<file path="config.mk">
export PLATFORM = sky130hd
export DESIGN_NAME = fasr_top
export DESIGN_NICKNAME = d
export VERILOG_FILES = /design/src/fasr_osc_check.v /design/src/fasr_top.v
export VERILOG_INCLUDE_DIRS = /design/src
export SDC_FILE = /design/constraint.sdc
export NUM_CORES = 1
export LEC_CHECK = 0
export ABC_AREA = 1
export BUFFER_PORTS_ARGS = -buffer_cell sky130_fd_sc_hd__buf_2
export CORE_MARGIN = 3
export CORE_UTILIZATION = 35
export DETAILED_ROUTE_END_ITERATION = 8
export MAX_ROUTING_LAYER = met4
export PLACE_DENSITY = 0.61
export REMOVE_ABC_BUFFERS = 1
export SLEW_MARGIN = 10
export SYNTH_ARGS = -nofsm -noshare
export SYNTH_HDL_FRONTEND = slang
export SYNTH_SLANG_ARGS = --single-unit
</file>
<file path="constraint.sdc">
create_clock -name clock_in -period 1.8 [get_ports clock_in]
set_input_delay 0.09 -clock clock_in [delete_from_list [all_inputs] [get_ports clock_in]]
set_output_delay 0.09 -clock clock_in [all_outputs]
set_load 0.01 [all_outputs]
</file>
<file path="src/fasr_defines.vh">
`ifndef FASR_DEFINES_VH
`define FASR_DEFINES_VH

`define FASR_ADDR_W 8
`define FASR_DATA_W 16
`define FASR_FAULT_STATUS_ONE_ADDR 8'h05
`define FASR_FAULT_STATUS_ONE_RST 16'h0000

`define FASR_BIT_OSC_PRI 15
`define FASR_BIT_OSC_RED 14
`define FASR_BIT_UP_SE_PRI 13
`define FASR_BIT_LO_SE_PRI 12
`define FASR_BIT_UP_SE_RED 11
`define FASR_BIT_LO_SE_RED 10
`define FASR_BIT_RAIL_HI 9
`define FASR_BIT_RAIL_LO 7
`define FASR_BIT_GND_HI 6
`define FASR_BIT_GND_LO 4
`define FASR_BIT_HV_UV 3
`define FASR_BIT_HV_HDRM 2
`define FASR_BIT_HV_OV 1
`define FASR_BIT_BAL_SUM 0

`define FASR_BAL_SW_N 14
`define FASR_CLK_PERIOD_NS 10
`define FASR_LFO_PERIOD_NS 30518
`define FASR_LFO_CYCLES_PER_CHECK 2
`define FASR_OSC_TOL_PCT 5
`define FASR_OSC_NOM_CYCLES (`FASR_LFO_CYCLES_PER_CHECK * `FASR_LFO_PERIOD_NS / `FASR_CLK_PERIOD_NS)

`endif

</file>
<file path="src/fasr_osc_check.v">
`timescale 1ns/1ps
`include "fasr_defines.vh"
// measures two slow oscillator periods in fast clock cycles
module fasr_osc_check #(
   parameter NOM_CYCLES = `FASR_OSC_NOM_CYCLES,
   parameter TOL_PCT = `FASR_OSC_TOL_PCT,
   parameter CNT_W = 16
)(
   input wire clock_in,
   input wire srst_in,
   input wire low_freq_oscillator_in,
   output reg fault_out,
   output reg update_out
);
   localparam integer TOL_CYC = NOM_CYCLES * TOL_PCT / 100;
   localparam integer LO_LIM = NOM_CYCLES - TOL_CYC;
   localparam integer HI_LIM = NOM_CYCLES + TOL_CYC;
   localparam integer OVER_INT = HI_LIM + 1;
   localparam [CNT_W-1:0] OVER_CNT = OVER_INT[CNT_W-1:0];

   reg lfo_d_r;
   reg armed_r;
   reg half_r;
   reg [CNT_W-1:0] cnt_r;
   wire rise;

   function off_window;
      input [CNT_W-1:0] cnt;
      begin
         off_window = (cnt < LO_LIM) || (cnt > HI_LIM);
      end
   endfunction

   assign rise = low_freq_oscillator_in & ~lfo_d_r;

   // result refreshed every second rising slow edge; a stalled oscillator times out
   always @(posedge clock_in)
   begin
      if (srst_in)
      begin
         lfo_d_r <= 1'b1;
         armed_r <= 1'b0;
         half_r <= 1'b0;
         cnt_r <= {CNT_W{1'b0}};
         fault_out <= 1'b0;
         update_out <= 1'b0;
      end
      else
      begin
         lfo_d_r <= low_freq_oscillator_in;
         update_out <= 1'b0;
         if (rise && !armed_r)
         begin
            armed_r <= 1'b1;
            half_r <= 1'b0;
            cnt_r <= {{(CNT_W-1){1'b0}}, 1'b1};
         end
         else if (rise && half_r)
         begin
            fault_out <= off_window(cnt_r);
            update_out <= 1'b1;
            half_r <= 1'b0;
            cnt_r <= {{(CNT_W-1){1'b0}}, 1'b1};
         end
         else if (rise)
         begin
            half_r <= 1'b1;
            cnt_r <= cnt_r + {{(CNT_W-1){1'b0}}, 1'b1};
         end
         else if (armed_r && cnt_r == OVER_CNT)
         begin
            fault_out <= 1'b1;
            update_out <= 1'b1;
            armed_r <= 1'b0;
         end
         else if (armed_r)
         begin
            cnt_r <= cnt_r + {{(CNT_W-1){1'b0}}, 1'b1};
         end
      end
   end
endmodule

</file>
<file path="src/fasr_top.v">
`timescale 1ns/1ps
`include "fasr_defines.vh"
// fault alert status register with its fault latches
module fasr_top #(
   parameter ADDR_W = `FASR_ADDR_W,
   parameter OSC_NOM_CYCLES = `FASR_OSC_NOM_CYCLES,
   parameter OSC_TOL_PCT = `FASR_OSC_TOL_PCT
)(
   input wire clock_in,
   input wire srst_in,
   input wire [ADDR_W-1:0] addr_in,
   input wire [15:0] wdata_in,
   input wire wr_in,
   input wire rd_in,
   output reg [15:0] rdata_out,
   input wire low_freq_oscillator_in,
   input wire reset_alert_flag_in,
   input wire upper_port_single_ended_in,
   input wire lower_port_single_ended_in,
   input wire [2:0] supply_rail_fault_in,
   input wire [2:0] ground_open_fault_in,
   input wire high_supply_undervoltage_in,
   input wire high_supply_headroom_in,
   input wire measure_active_in,
   input wire high_supply_overvoltage_in,
   input wire [13:0] balance_switch_fault_bits_in,
   input wire balance_switch_diag_scan_done_in,
   output reg [15:0] fault_alert_status_one_out,
   output reg osc_check_update_out
);
   // stored bits
   reg slow_osc_fault_primary_r;
   reg slow_osc_fault_redundant_r;
   reg upper_port_single_ended_primary_r;
   reg lower_port_single_ended_primary_r;
   reg upper_port_single_ended_redundant_r;
   reg lower_port_single_ended_redundant_r;
   reg [2:0] supply_rail_fault_r;
   reg [2:0] ground_open_fault_r;
   reg high_supply_undervoltage_fault_r;
   reg high_supply_headroom_fault_r;
   reg high_supply_overvoltage_fault_r;
   reg balance_switch_fault_summary_r;

   reg slow_osc_fault_primary_nxt;
   reg slow_osc_fault_redundant_nxt;
   reg [2:0] supply_rail_fault_nxt;
   reg [2:0] ground_open_fault_nxt;
   reg high_supply_undervoltage_fault_nxt;
   reg high_supply_headroom_fault_nxt;
   reg high_supply_overvoltage_fault_nxt;
   reg balance_switch_fault_summary_nxt;

   wire osc_fault_pri;
   wire osc_fault_red;
   wire osc_upd_pri;
   wire osc_upd_red;
   wire reg_hit;
   wire reg_wr;
   wire gate_open;
   wire [15:0] clr_req;
   reg [15:0] status_now;
   wire bal_any;

   // w0c next value: set wins over a clear in the same cycle
   function w0c_next;
      input cur;
      input set;
      input clr;
      input still_bad;
      begin
         if (set)
            w0c_next = 1'b1;
         else if (clr && !still_bad)
            w0c_next = 1'b0;
         else
            w0c_next = cur;
      end
   endfunction

   // register select
   function is_fault_status_one;
      input [ADDR_W-1:0] addr;
      begin
         is_fault_status_one = (addr == `FASR_FAULT_STATUS_ONE_ADDR);
      end
   endfunction

   // two independent checkers feed the primary and redundant latches
   fasr_osc_check #(
      .NOM_CYCLES(OSC_NOM_CYCLES),
      .TOL_PCT(OSC_TOL_PCT),
      .CNT_W(16)
   ) u_osc_pri (
      .clock_in(clock_in),
      .srst_in(srst_in),
      .low_freq_oscillator_in(low_freq_oscillator_in),
      .fault_out(osc_fault_pri),
      .update_out(osc_upd_pri)
   );

   fasr_osc_check #(
      .NOM_CYCLES(OSC_NOM_CYCLES),
      .TOL_PCT(OSC_TOL_PCT),
      .CNT_W(16)
   ) u_osc_red (
      .clock_in(clock_in),
      .srst_in(srst_in),
      .low_freq_oscillator_in(low_freq_oscillator_in),
      .fault_out(osc_fault_red),
      .update_out(osc_upd_red)
   );

   // address decode and write-zero clear requests
   assign reg_hit = is_fault_status_one(addr_in);
   assign reg_wr = wr_in && reg_hit;
   assign clr_req = {16{reg_wr}} & ~wdata_in;
   assign gate_open = ~reset_alert_flag_in;
   assign bal_any = |balance_switch_fault_bits_in;

   // register image assembled from the bit map
   always @*
   begin
      status_now = `FASR_FAULT_STATUS_ONE_RST;
      status_now[`FASR_BIT_OSC_PRI] = slow_osc_fault_primary_r;
      status_now[`FASR_BIT_OSC_RED] = slow_osc_fault_redundant_r;
      status_now[`FASR_BIT_UP_SE_PRI] = upper_port_single_ended_primary_r;
      status_now[`FASR_BIT_LO_SE_PRI] = lower_port_single_ended_primary_r;
      status_now[`FASR_BIT_UP_SE_RED] = upper_port_single_ended_redundant_r;
      status_now[`FASR_BIT_LO_SE_RED] = lower_port_single_ended_redundant_r;
      status_now[`FASR_BIT_RAIL_HI:`FASR_BIT_RAIL_LO] = supply_rail_fault_r;
      status_now[`FASR_BIT_GND_HI:`FASR_BIT_GND_LO] = ground_open_fault_r;
      status_now[`FASR_BIT_HV_UV] = high_supply_undervoltage_fault_r;
      status_now[`FASR_BIT_HV_HDRM] = high_supply_headroom_fault_r;
      status_now[`FASR_BIT_HV_OV] = high_supply_overvoltage_fault_r;
      status_now[`FASR_BIT_BAL_SUM] = balance_switch_fault_summary_r;
   end

   // oscillator fault latches
   always @*
   begin
      slow_osc_fault_primary_nxt = w0c_next(
         slow_osc_fault_primary_r,
         osc_fault_pri,
         clr_req[`FASR_BIT_OSC_PRI],
         osc_fault_pri);
      slow_osc_fault_redundant_nxt = w0c_next(
         slow_osc_fault_redundant_r,
         osc_fault_red,
         clr_req[`FASR_BIT_OSC_RED],
         osc_fault_red);
   end

   // supply rail and ground latches, gated by the reset alert
   always @*
   begin
      supply_rail_fault_nxt[2] = w0c_next(
         supply_rail_fault_r[2],
         supply_rail_fault_in[2] & gate_open,
         clr_req[`FASR_BIT_RAIL_HI],
         supply_rail_fault_in[2]);
      supply_rail_fault_nxt[1] = w0c_next(
         supply_rail_fault_r[1],
         supply_rail_fault_in[1] & gate_open,
         clr_req[`FASR_BIT_RAIL_LO + 1],
         supply_rail_fault_in[1]);
      supply_rail_fault_nxt[0] = w0c_next(
         supply_rail_fault_r[0],
         supply_rail_fault_in[0] & gate_open,
         clr_req[`FASR_BIT_RAIL_LO],
         supply_rail_fault_in[0]);
      ground_open_fault_nxt[2] = w0c_next(
         ground_open_fault_r[2],
         ground_open_fault_in[2] & gate_open,
         clr_req[`FASR_BIT_GND_HI],
         1'b0);
      ground_open_fault_nxt[1] = w0c_next(
         ground_open_fault_r[1],
         ground_open_fault_in[1] & gate_open,
         clr_req[`FASR_BIT_GND_LO + 1],
         1'b0);
      ground_open_fault_nxt[0] = w0c_next(
         ground_open_fault_r[0],
         ground_open_fault_in[0] & gate_open,
         clr_req[`FASR_BIT_GND_LO],
         1'b0);
   end

   // high supply latches
   always @*
   begin
      high_supply_undervoltage_fault_nxt = w0c_next(
         high_supply_undervoltage_fault_r,
         high_supply_undervoltage_in & gate_open,
         clr_req[`FASR_BIT_HV_UV],
         1'b0);
      high_supply_headroom_fault_nxt = w0c_next(
         high_supply_headroom_fault_r,
         high_supply_headroom_in & measure_active_in,
         clr_req[`FASR_BIT_HV_HDRM],
         1'b0);
      high_supply_overvoltage_fault_nxt = w0c_next(
         high_supply_overvoltage_fault_r,
         high_supply_overvoltage_in & gate_open,
         clr_req[`FASR_BIT_HV_OV],
         1'b0);
   end

   // balance switch summary: refreshed at scan end, auto clear when resolved
   always @*
   begin
      if (balance_switch_diag_scan_done_in)
         balance_switch_fault_summary_nxt = bal_any;
      else if (!bal_any)
         balance_switch_fault_summary_nxt = 1'b0;
      else if (clr_req[`FASR_BIT_BAL_SUM])
         balance_switch_fault_summary_nxt = 1'b0;
      else
         balance_switch_fault_summary_nxt = balance_switch_fault_summary_r;
   end

   // state registers
   always @(posedge clock_in)
   begin
      if (srst_in)
      begin
         slow_osc_fault_primary_r <= 1'b0;
         slow_osc_fault_redundant_r <= 1'b0;
         supply_rail_fault_r <= 3'h0;
         ground_open_fault_r <= 3'h0;
         high_supply_undervoltage_fault_r <= 1'b0;
         high_supply_headroom_fault_r <= 1'b0;
         high_supply_overvoltage_fault_r <= 1'b0;
         balance_switch_fault_summary_r <= 1'b0;
      end
      else
      begin
         slow_osc_fault_primary_r <= slow_osc_fault_primary_nxt;
         slow_osc_fault_redundant_r <= slow_osc_fault_redundant_nxt;
         supply_rail_fault_r <= supply_rail_fault_nxt;
         ground_open_fault_r <= ground_open_fault_nxt;
         high_supply_undervoltage_fault_r <=
            high_supply_undervoltage_fault_nxt;
         high_supply_headroom_fault_r <= high_supply_headroom_fault_nxt;
         high_supply_overvoltage_fault_r <=
            high_supply_overvoltage_fault_nxt;
         balance_switch_fault_summary_r <= balance_switch_fault_summary_nxt;
      end
   end

   // primary single-ended flags: detection only, held off by reset alert
   always @(posedge clock_in)
   begin
      if (srst_in)
      begin
         upper_port_single_ended_primary_r <= 1'b0;
         lower_port_single_ended_primary_r <= 1'b0;
      end
      else
      begin
         if (upper_port_single_ended_in && gate_open)
            upper_port_single_ended_primary_r <= 1'b1;
         if (lower_port_single_ended_in && gate_open)
            lower_port_single_ended_primary_r <= 1'b1;
      end
   end

   // redundant single-ended flags: detection only, never gated
   always @(posedge clock_in)
   begin
      if (srst_in)
      begin
         upper_port_single_ended_redundant_r <= 1'b0;
         lower_port_single_ended_redundant_r <= 1'b0;
      end
      else
      begin
         if (upper_port_single_ended_in)
            upper_port_single_ended_redundant_r <= 1'b1;
         if (lower_port_single_ended_in)
            lower_port_single_ended_redundant_r <= 1'b1;
      end
   end

   // read port, status mirror and check pulse
   always @(posedge clock_in)
   begin
      if (srst_in)
      begin
         rdata_out <= `FASR_FAULT_STATUS_ONE_RST;
         fault_alert_status_one_out <= `FASR_FAULT_STATUS_ONE_RST;
         osc_check_update_out <= 1'b0;
      end
      else
      begin
         fault_alert_status_one_out <= status_now;
         osc_check_update_out <= osc_upd_pri | osc_upd_red;
         if (rd_in && reg_hit)
            rdata_out <= status_now;
         else
            rdata_out <= 16'h0000;
      end
   end
endmodule

</file>
==> run summary, run 1 <==
register area share after synthesis: 41.1%
die area: 13900 um2
CTS tree: done
DRT Pass-1 Iters: 5
DRC: 0
Hold Crit Endpoint: u_osc_red.lfo_d_r
Worst path slowest cell: dfxtp_1
FF-to-FF Start: u_osc_pri.cnt_r[0]
Max clock buf depth: 2
placer congestion estimate: 0.929
max frequency: 0.624 GHz
setup total negative slack: 0 ns
wire per inst: 11.5 um
max cap viols: 0
Synth Warn #: 0
aggregate global routing overflow: 0
family with the most delay on the worst path: simple AND/OR/NAND/NOR gates
#FFs+latches synth: 90
CP Capture Type: flip-flop
Final Slew Violations: 0
clock-pin slew on the worst setup and hold paths: 0.07 ns
number of synthesized flops with an enable pin: 0
Setup-failing EPs final: 0
Hold Startpoint: low_freq_oscillator_in
initial DRC count: 238
initial antenna violation count: 0
Slew headroom: 70.8%
worst skew pair latency: 0.35 ns
Core Area: 12100 um2
Syn Inst Count: 626
H-Tree Depth: 3
Worst Skew: 0.00428 ns
PD cells: 782 nW/um2
area grow syn2layout: 24.8%
die width: 118 um
Placed Cells incl. Taps: 869
R2R cell count: 6
Reg-to-Reg End: u_osc_pri.cnt_r[6]
FFs w/ async S/R, synth: 0%
total track usage: 15.7%
most frequent cell on the critical path: nand3_1
Die Y: 118 um
PnR Total Power: 0.00428 W
hpwl dp: 7.50 mm
CTS root buffer: clkbuf_16
worst-path fanout max: 5
detailed-route via count: 4127
post-route insts no fill: 908
input/output buffers: 85
vias in the first global route: 3816
ys flop type: dfxtp_1
NumNets Final: 798
Worst-Margin Slew: 0.437 ns
Critical Path AT: 1.89 ns
Worst Hold Class: in2reg
post-route ant nets: 0
Yosys cell types: 34
vias per cell: 4.55
CP max stage delay: 0.44 ns
TritonCTS buffer count: 9
hold path cells: 3
row cnt: 40
Max VDD drop: 0.346 mV
Final Core Density: 45.1%
crit share post-route: 89.0%
status: completed
leak pwr: 2.38 nW
min Tclk post-route: 1.60 ns
largest net degree at the start of global routing: 37
final WL: 10.5 mm
share of cells above drive strength 1: 21.5%
syn avg cell area: 7.00 um2
Reg2Reg Setup Slack: 0.20 ns
Diodes inserted: 0
CP required: 2.09 ns
Crit path buffers/inverters: 0
Netlist Area Pre-Place: 4380 um2
clk sink count: 90
first-pass GRT wire length: 17.6 mm
startpoint class of the critical path: flip-flop
final hold viol count: 0
worst-path cell chain: ha_1 -> nand3_1 -> nor2_1 -> xor2_1 -> nand3_1 -> a21oi_2
unrepaired setup endpoints after global routing: false
WS Path Type: reg2reg
I/O pin cnt: 90
Hold WS: 0.0369 ns
Initial Util: 36.2%
worst min-delay path: cells and delay by family:
family / cells / cell delay, ns
buf+inv: 2 / 0.22
simple gates: 1 / 0.05
layout make-up:
type,count,area [um2]
multi-input cells,436,2120
flip-flops and latches,90,1800
inverters,79,297
clock buffers,9,225
clock inverters,7,71.3
repair buffers,119,738
well taps,168,210
fillers,1254,6650
cells by family (layout without fill, tap and decap cells):
| logic type | count (synthesis) | after routing | synth area share (%) |
|---|---|---|---|
| AND/OR/NAND/NOR | 355 | 355 | 36.0 |
| buffers and inverters | 100 | 214 | 10.4 |
| flip-flops | 90 | 90 | 41.1 |
| AO/OA/AOI/OAI | 64 | 64 | 8.51 |
| XOR/XNOR | 11 | 11 | 2.20 |
| adder cells (fa/ha/maj) | 6 | 6 | 1.71 |
flip-flops by register name, summed over array words and instances (netlist names), 3 cells and up:
signal	cells
fault_alert_status_one_out	16
ground_open_fault_r	3
u_osc_red.cnt_r	16
rdata_out	16
u_osc_pri.cnt_r	16
supply_rail_fault_r	3
per-stage QoR:
stage | cell area (um2) | setup slack [ns]
final | 5470 | 0.197
after floorplan | 4220 | 0.409
after CTS | 5470 | 0.154
after global placement | 4940 | 0.241
after global routing | 5470 | 0.0522
after detailed placement | 4940 | 0.187
synthesized netlist by cell type, types with 3 or more instances:
| master | count | area (um2) |
|---|---|---|
| buf_6 | 4 | 45.0 |
| nand2_2 | 12 | 75.1 |
| buf_2 | 9 | 45.0 |
| xnor2_1 | 3 | 26.3 |
| a21oi_1 | 27 | 135 |
| dfxtp_1 | 90 | 1800 |
| a21oi_2 | 11 | 96.3 |
| ha_1 | 6 | 75.1 |
| nor2_1 | 98 | 368 |
| nand4_1 | 13 | 81.3 |
| nand3_1 | 55 | 275 |
| o31ai_1 | 3 | 22.5 |
| nor2_2 | 8 | 50.1 |
| nor3_1 | 10 | 50.1 |
| nand2_1 | 146 | 548 |
| nand2_4 | 4 | 45.0 |
| o21ai_0 | 21 | 105 |
| inv_1 | 70 | 263 |
| inv_2 | 7 | 26.3 |
| xor2_1 | 8 | 70.1 |
worst max-delay path by stage:
| stage | from | endpoint | slack (ns) | depth (start not counted) |
|---|---|---|---|---|
| floorplan | u_osc_pri.cnt_r[0] | u_osc_pri.cnt_r[10] | 0.41 | 7 |
| global route | u_osc_red.cnt_r[1] | u_osc_red.cnt_r[3] | 0.05 | 9 |
| detailed placement | u_osc_red.cnt_r[0] | u_osc_red.cnt_r[4] | 0.19 | 8 |
| global placement | u_osc_pri.cnt_r[0] | u_osc_pri.cnt_r[6] | 0.24 | 6 |
| finish | u_osc_pri.cnt_r[0] | u_osc_pri.cnt_r[6] | 0.20 | 6 |
| CTS | u_osc_red.cnt_r[0] | u_osc_red.cnt_r[4] | 0.15 | 8 |
power by group:
part	leakage, nW	internal, W	switching [W]
Clock	0.139	0.000976	0.000868
Combinational	1.50	0.000155	0.000204
Sequential	0.733	0.00205	0.0000274
Total	2.38	0.00318	0.00110
metal layers:
metal | vias to the layer above | track usage (%) | part of all wire [%]
met5 | - | - | 0
met4 | 0 | 4.40 | 1.1
met3 | 14 | 5.48 | 5.1
met2 | 114 | 24.3 | 45
met1 | 1812 | 19.7 | 48
li1 | 2187 | - | -
timing repair:
action,4_1_cts,5_1_grt
hold buffers,23,0
hold endpoints to repair,15,0
buffers inserted,0,0
endpoints found under the setup margin,0,1
gates resized for setup,0,1
cell usage in the layout, fill, tap and decap left out, types with 3 or more instances in the layout:
cell	instances
a21oi_1	27
a21oi_2	11
buf_2	85
buf_4	11
clkbuf_16	9
dfxtp_1	89
dlygate4sd3_1	23
ha_1	6
inv_1	70
inv_2	7
nand2_1	146
nand2_2	12
nand2_4	4
nand3_1	55
nand4_1	13
nor2_1	98
nor2_2	8
nor3_1	10
o21ai_0	21
o31ai_1	3
xnor2_1	3
xor2_1	8
Note: power is estimated with default switching activity, not from simulation.
==> run 2, diff against run 1 <==
--- a/config.mk
+++ b/config.mk
@@ -11,6 +11,7 @@
 export CORE_MARGIN = 3
 export CORE_UTILIZATION = 35
 export DETAILED_ROUTE_END_ITERATION = 8
+export HOLD_SLACK_MARGIN = 0.08
 export MAX_ROUTING_LAYER = met4
 export PLACE_DENSITY = 0.61
 export REMOVE_ABC_BUFFERS = 1
==> run summary, run 2 (same netlist as run 1, synthesis figures left out) <==
multi-input logic area: 2120 um2 (unchanged)
filler instances: 1249 (was 1254)
TritonCTS buffer count: 9 (unchanged)
setup total negative slack: 0 ns (unchanged)
most frequent cell on the critical path: nand3_1 (unchanged)
Hold Crit Endpoint: rdata_out[2] (was u_osc_red.lfo_d_r)
leak pwr: 2.39 nW (was 2.38 nW)
Final Slew Violations: 0 (unchanged)
Worst Skew: 0.00523 ns (was 0.00428 ns)
row cnt: 40 (unchanged)
Max VDD drop: 0.348 mV (was 0.346 mV)
Hold WS: 0.202 ns (was 0.0369 ns)
NumNets Final: 800 (was 798)
clock-pin slew on the worst setup and hold paths: 0.07 ns (about the same)
vias per cell: 4.56 (was 4.55)
worst-path fanout max: 5 (unchanged)
FF-to-FF Start: u_osc_pri.cnt_r[0] (unchanged)
Reg2Reg Setup Slack: 0.19 ns (was 0.20 ns)
min Tclk post-route: 1.61 ns (was 1.60 ns)
initial antenna violation count: 0 (unchanged)
PnR Total Power: 0.00429 W (was 0.00428 W)
Reg-to-Reg End: u_osc_pri.cnt_r[6] (unchanged)
Diodes inserted: 0 (unchanged)
die area: 13900 um2 (unchanged)
leading cell types in the layout, fill and taps excluded: 146 x nand2_1, 98 x nor2_1, 89 x dfxtp_1 (unchanged)
worst-path cell chain: ha_1 -> nand3_1 -> nor2_1 -> xor2_1 -> nand3_1 -> a21oi_2 (unchanged)
input/output buffers: 85 (unchanged)
final hold viol count: 0 (unchanged)
wire per inst: 11.5 um (about the same)
largest net degree at the start of global routing: 37 (unchanged)
max frequency: 0.622 GHz (was 0.624 GHz)
WS Path Type: reg2reg (unchanged)
PD cells: 781 nW/um2 (was 782 nW/um2)
Final Core Density: 45.3% (was 45.1%)
area grow syn2layout: 25.2% (was 24.8%)
I/O pin cnt: 90 (unchanged)
vias in the first global route: 3821 (was 3816)
status: completed (unchanged)
worst skew pair latency: 0.35 ns (about the same)
Worst-Margin Slew: 0.442 ns (was 0.437 ns)
Hold Startpoint: rd_in (was low_freq_oscillator_in)
crit share post-route: 89.3% (was 89.0%)
Worst Hold Class: in2reg (unchanged)
final WL: 10.4 mm (was 10.5 mm)
clk sink count: 90 (unchanged)
CP Capture Type: flip-flop (unchanged)
DRC: 0 (unchanged)
Slew headroom: 70.5% (was 70.8%)
CTS root buffer: clkbuf_16 (unchanged)
Setup-failing EPs final: 0 (unchanged)
Worst path slowest cell: dfxtp_1 (unchanged)
unrepaired setup endpoints after global routing: false (unchanged)
H-Tree Depth: 3 (unchanged)
Placed Cells incl. Taps: 869 (unchanged)
hold path cells: 3 (unchanged)
initial DRC count: 263 (was 238)
first-pass GRT wire length: 17.6 mm (about the same)
R2R cell count: 6 (unchanged)
CP max stage delay: 0.44 ns (about the same)
post-route insts no fill: 910 (was 908)
max cap viols: 0 (unchanged)
Max clock buf depth: 2 (unchanged)
share of cells above drive strength 1: 21.4% (was 21.5%)
placer congestion estimate: 0.929 (unchanged)
hpwl dp: 7.50 mm (unchanged)
Critical Path AT: 1.89 ns (about the same)
post-route ant nets: 0 (unchanged)
Die Y: 118 um (unchanged)
DRT Pass-1 Iters: 4 (was 5)
CP required: 2.09 ns (about the same)
post-CTS setup buffers: 0 (unchanged)
startpoint class of the critical path: flip-flop (unchanged)
total track usage: 15.8% (was 15.7%)
Initial Util: 36.2% (unchanged)
Core Area: 12100 um2 (unchanged)
most common cell after layout, fill and taps aside: nand2_1 (unchanged)
aggregate global routing overflow: 0 (unchanged)
CTS tree: done (unchanged)
die width: 118 um (unchanged)
FF/Latch Area: 1800 um2 (unchanged)
detailed-route via count: 4148 (was 4127)
-- run 2: changes by cell type in the layout (fill, tap and decap cells not counted) --
| cell | delta |
|---|---|
| dlygate4sd3_1 | +2 |
-- run 2: final cells by class --
cell class                 instances  share of cell area (%)
tap                              168                    3.83
clock inverter                     7                    1.30
inverter                          79                    5.40
timing repair buffer             121                    13.8
multi-input combinational        436                    38.7
sequential                        90                    32.9
clock buffer                       9                    4.10
-- run 2: repair_timing --
action | CTS | global route
gates resized for setup | 0 | 1
hold buffers | 25 | 0
endpoints found under the hold margin | 17 | 0
endpoints found under the setup margin | 0 | 1
-- run 2: worst max-delay path by stage --
stage,startpoint,to,slack (ns)
5_1_grt,u_osc_red.cnt_r[1],u_osc_red.cnt_r[3],0.05
3_5_place_dp,u_osc_red.cnt_r[0],u_osc_red.cnt_r[4],0.19
6_report,u_osc_pri.cnt_r[0],u_osc_pri.cnt_r[6],0.19
2_1_floorplan,u_osc_pri.cnt_r[0],u_osc_pri.cnt_r[10],0.41
4_1_cts,u_osc_red.cnt_r[0],u_osc_red.cnt_r[4],0.15
3_3_place_gp,u_osc_pri.cnt_r[0],u_osc_pri.cnt_r[6],0.24
-- run 2: metrics by stage --
stage	instance area, um2	worst slack [ns]
2_1_floorplan	4220	0.409
3_3_place_gp	4940	0.241
3_5_place_dp	4940	0.187
4_1_cts	5490	0.154
5_1_grt	5490	0.0522
6_report	5490	0.193
-- run 2: where the power goes --
part | internal, W | switching (W) | leakage (nW)
combinational | 0.000158 | 0.000205 | 1.51
clock | 0.000976 | 0.000871 | 0.139
sequential | 0.00205 | 0.0000273 | 0.733
-- run 2: worst max-delay path: cells and delay by family (launching register included) --
family	cells	cell delay, ns
compound gates	1	0.14
flops	1	0.44
xor+xnor	1	0.18
simple gates	3	0.52
fa+ha+maj	1	0.27
-- run 2: routing by layer --
metal / up-vias / global-route usage, % / part of all wire [%]
li1: 2189 / - / -
met1: 1846 / 19.7 / 48
met2: 99 / 24.3 / 45
met3: 14 / 5.48 / 5.3
met4: 0 / 4.40 / 1.2
met5: - / - / 0
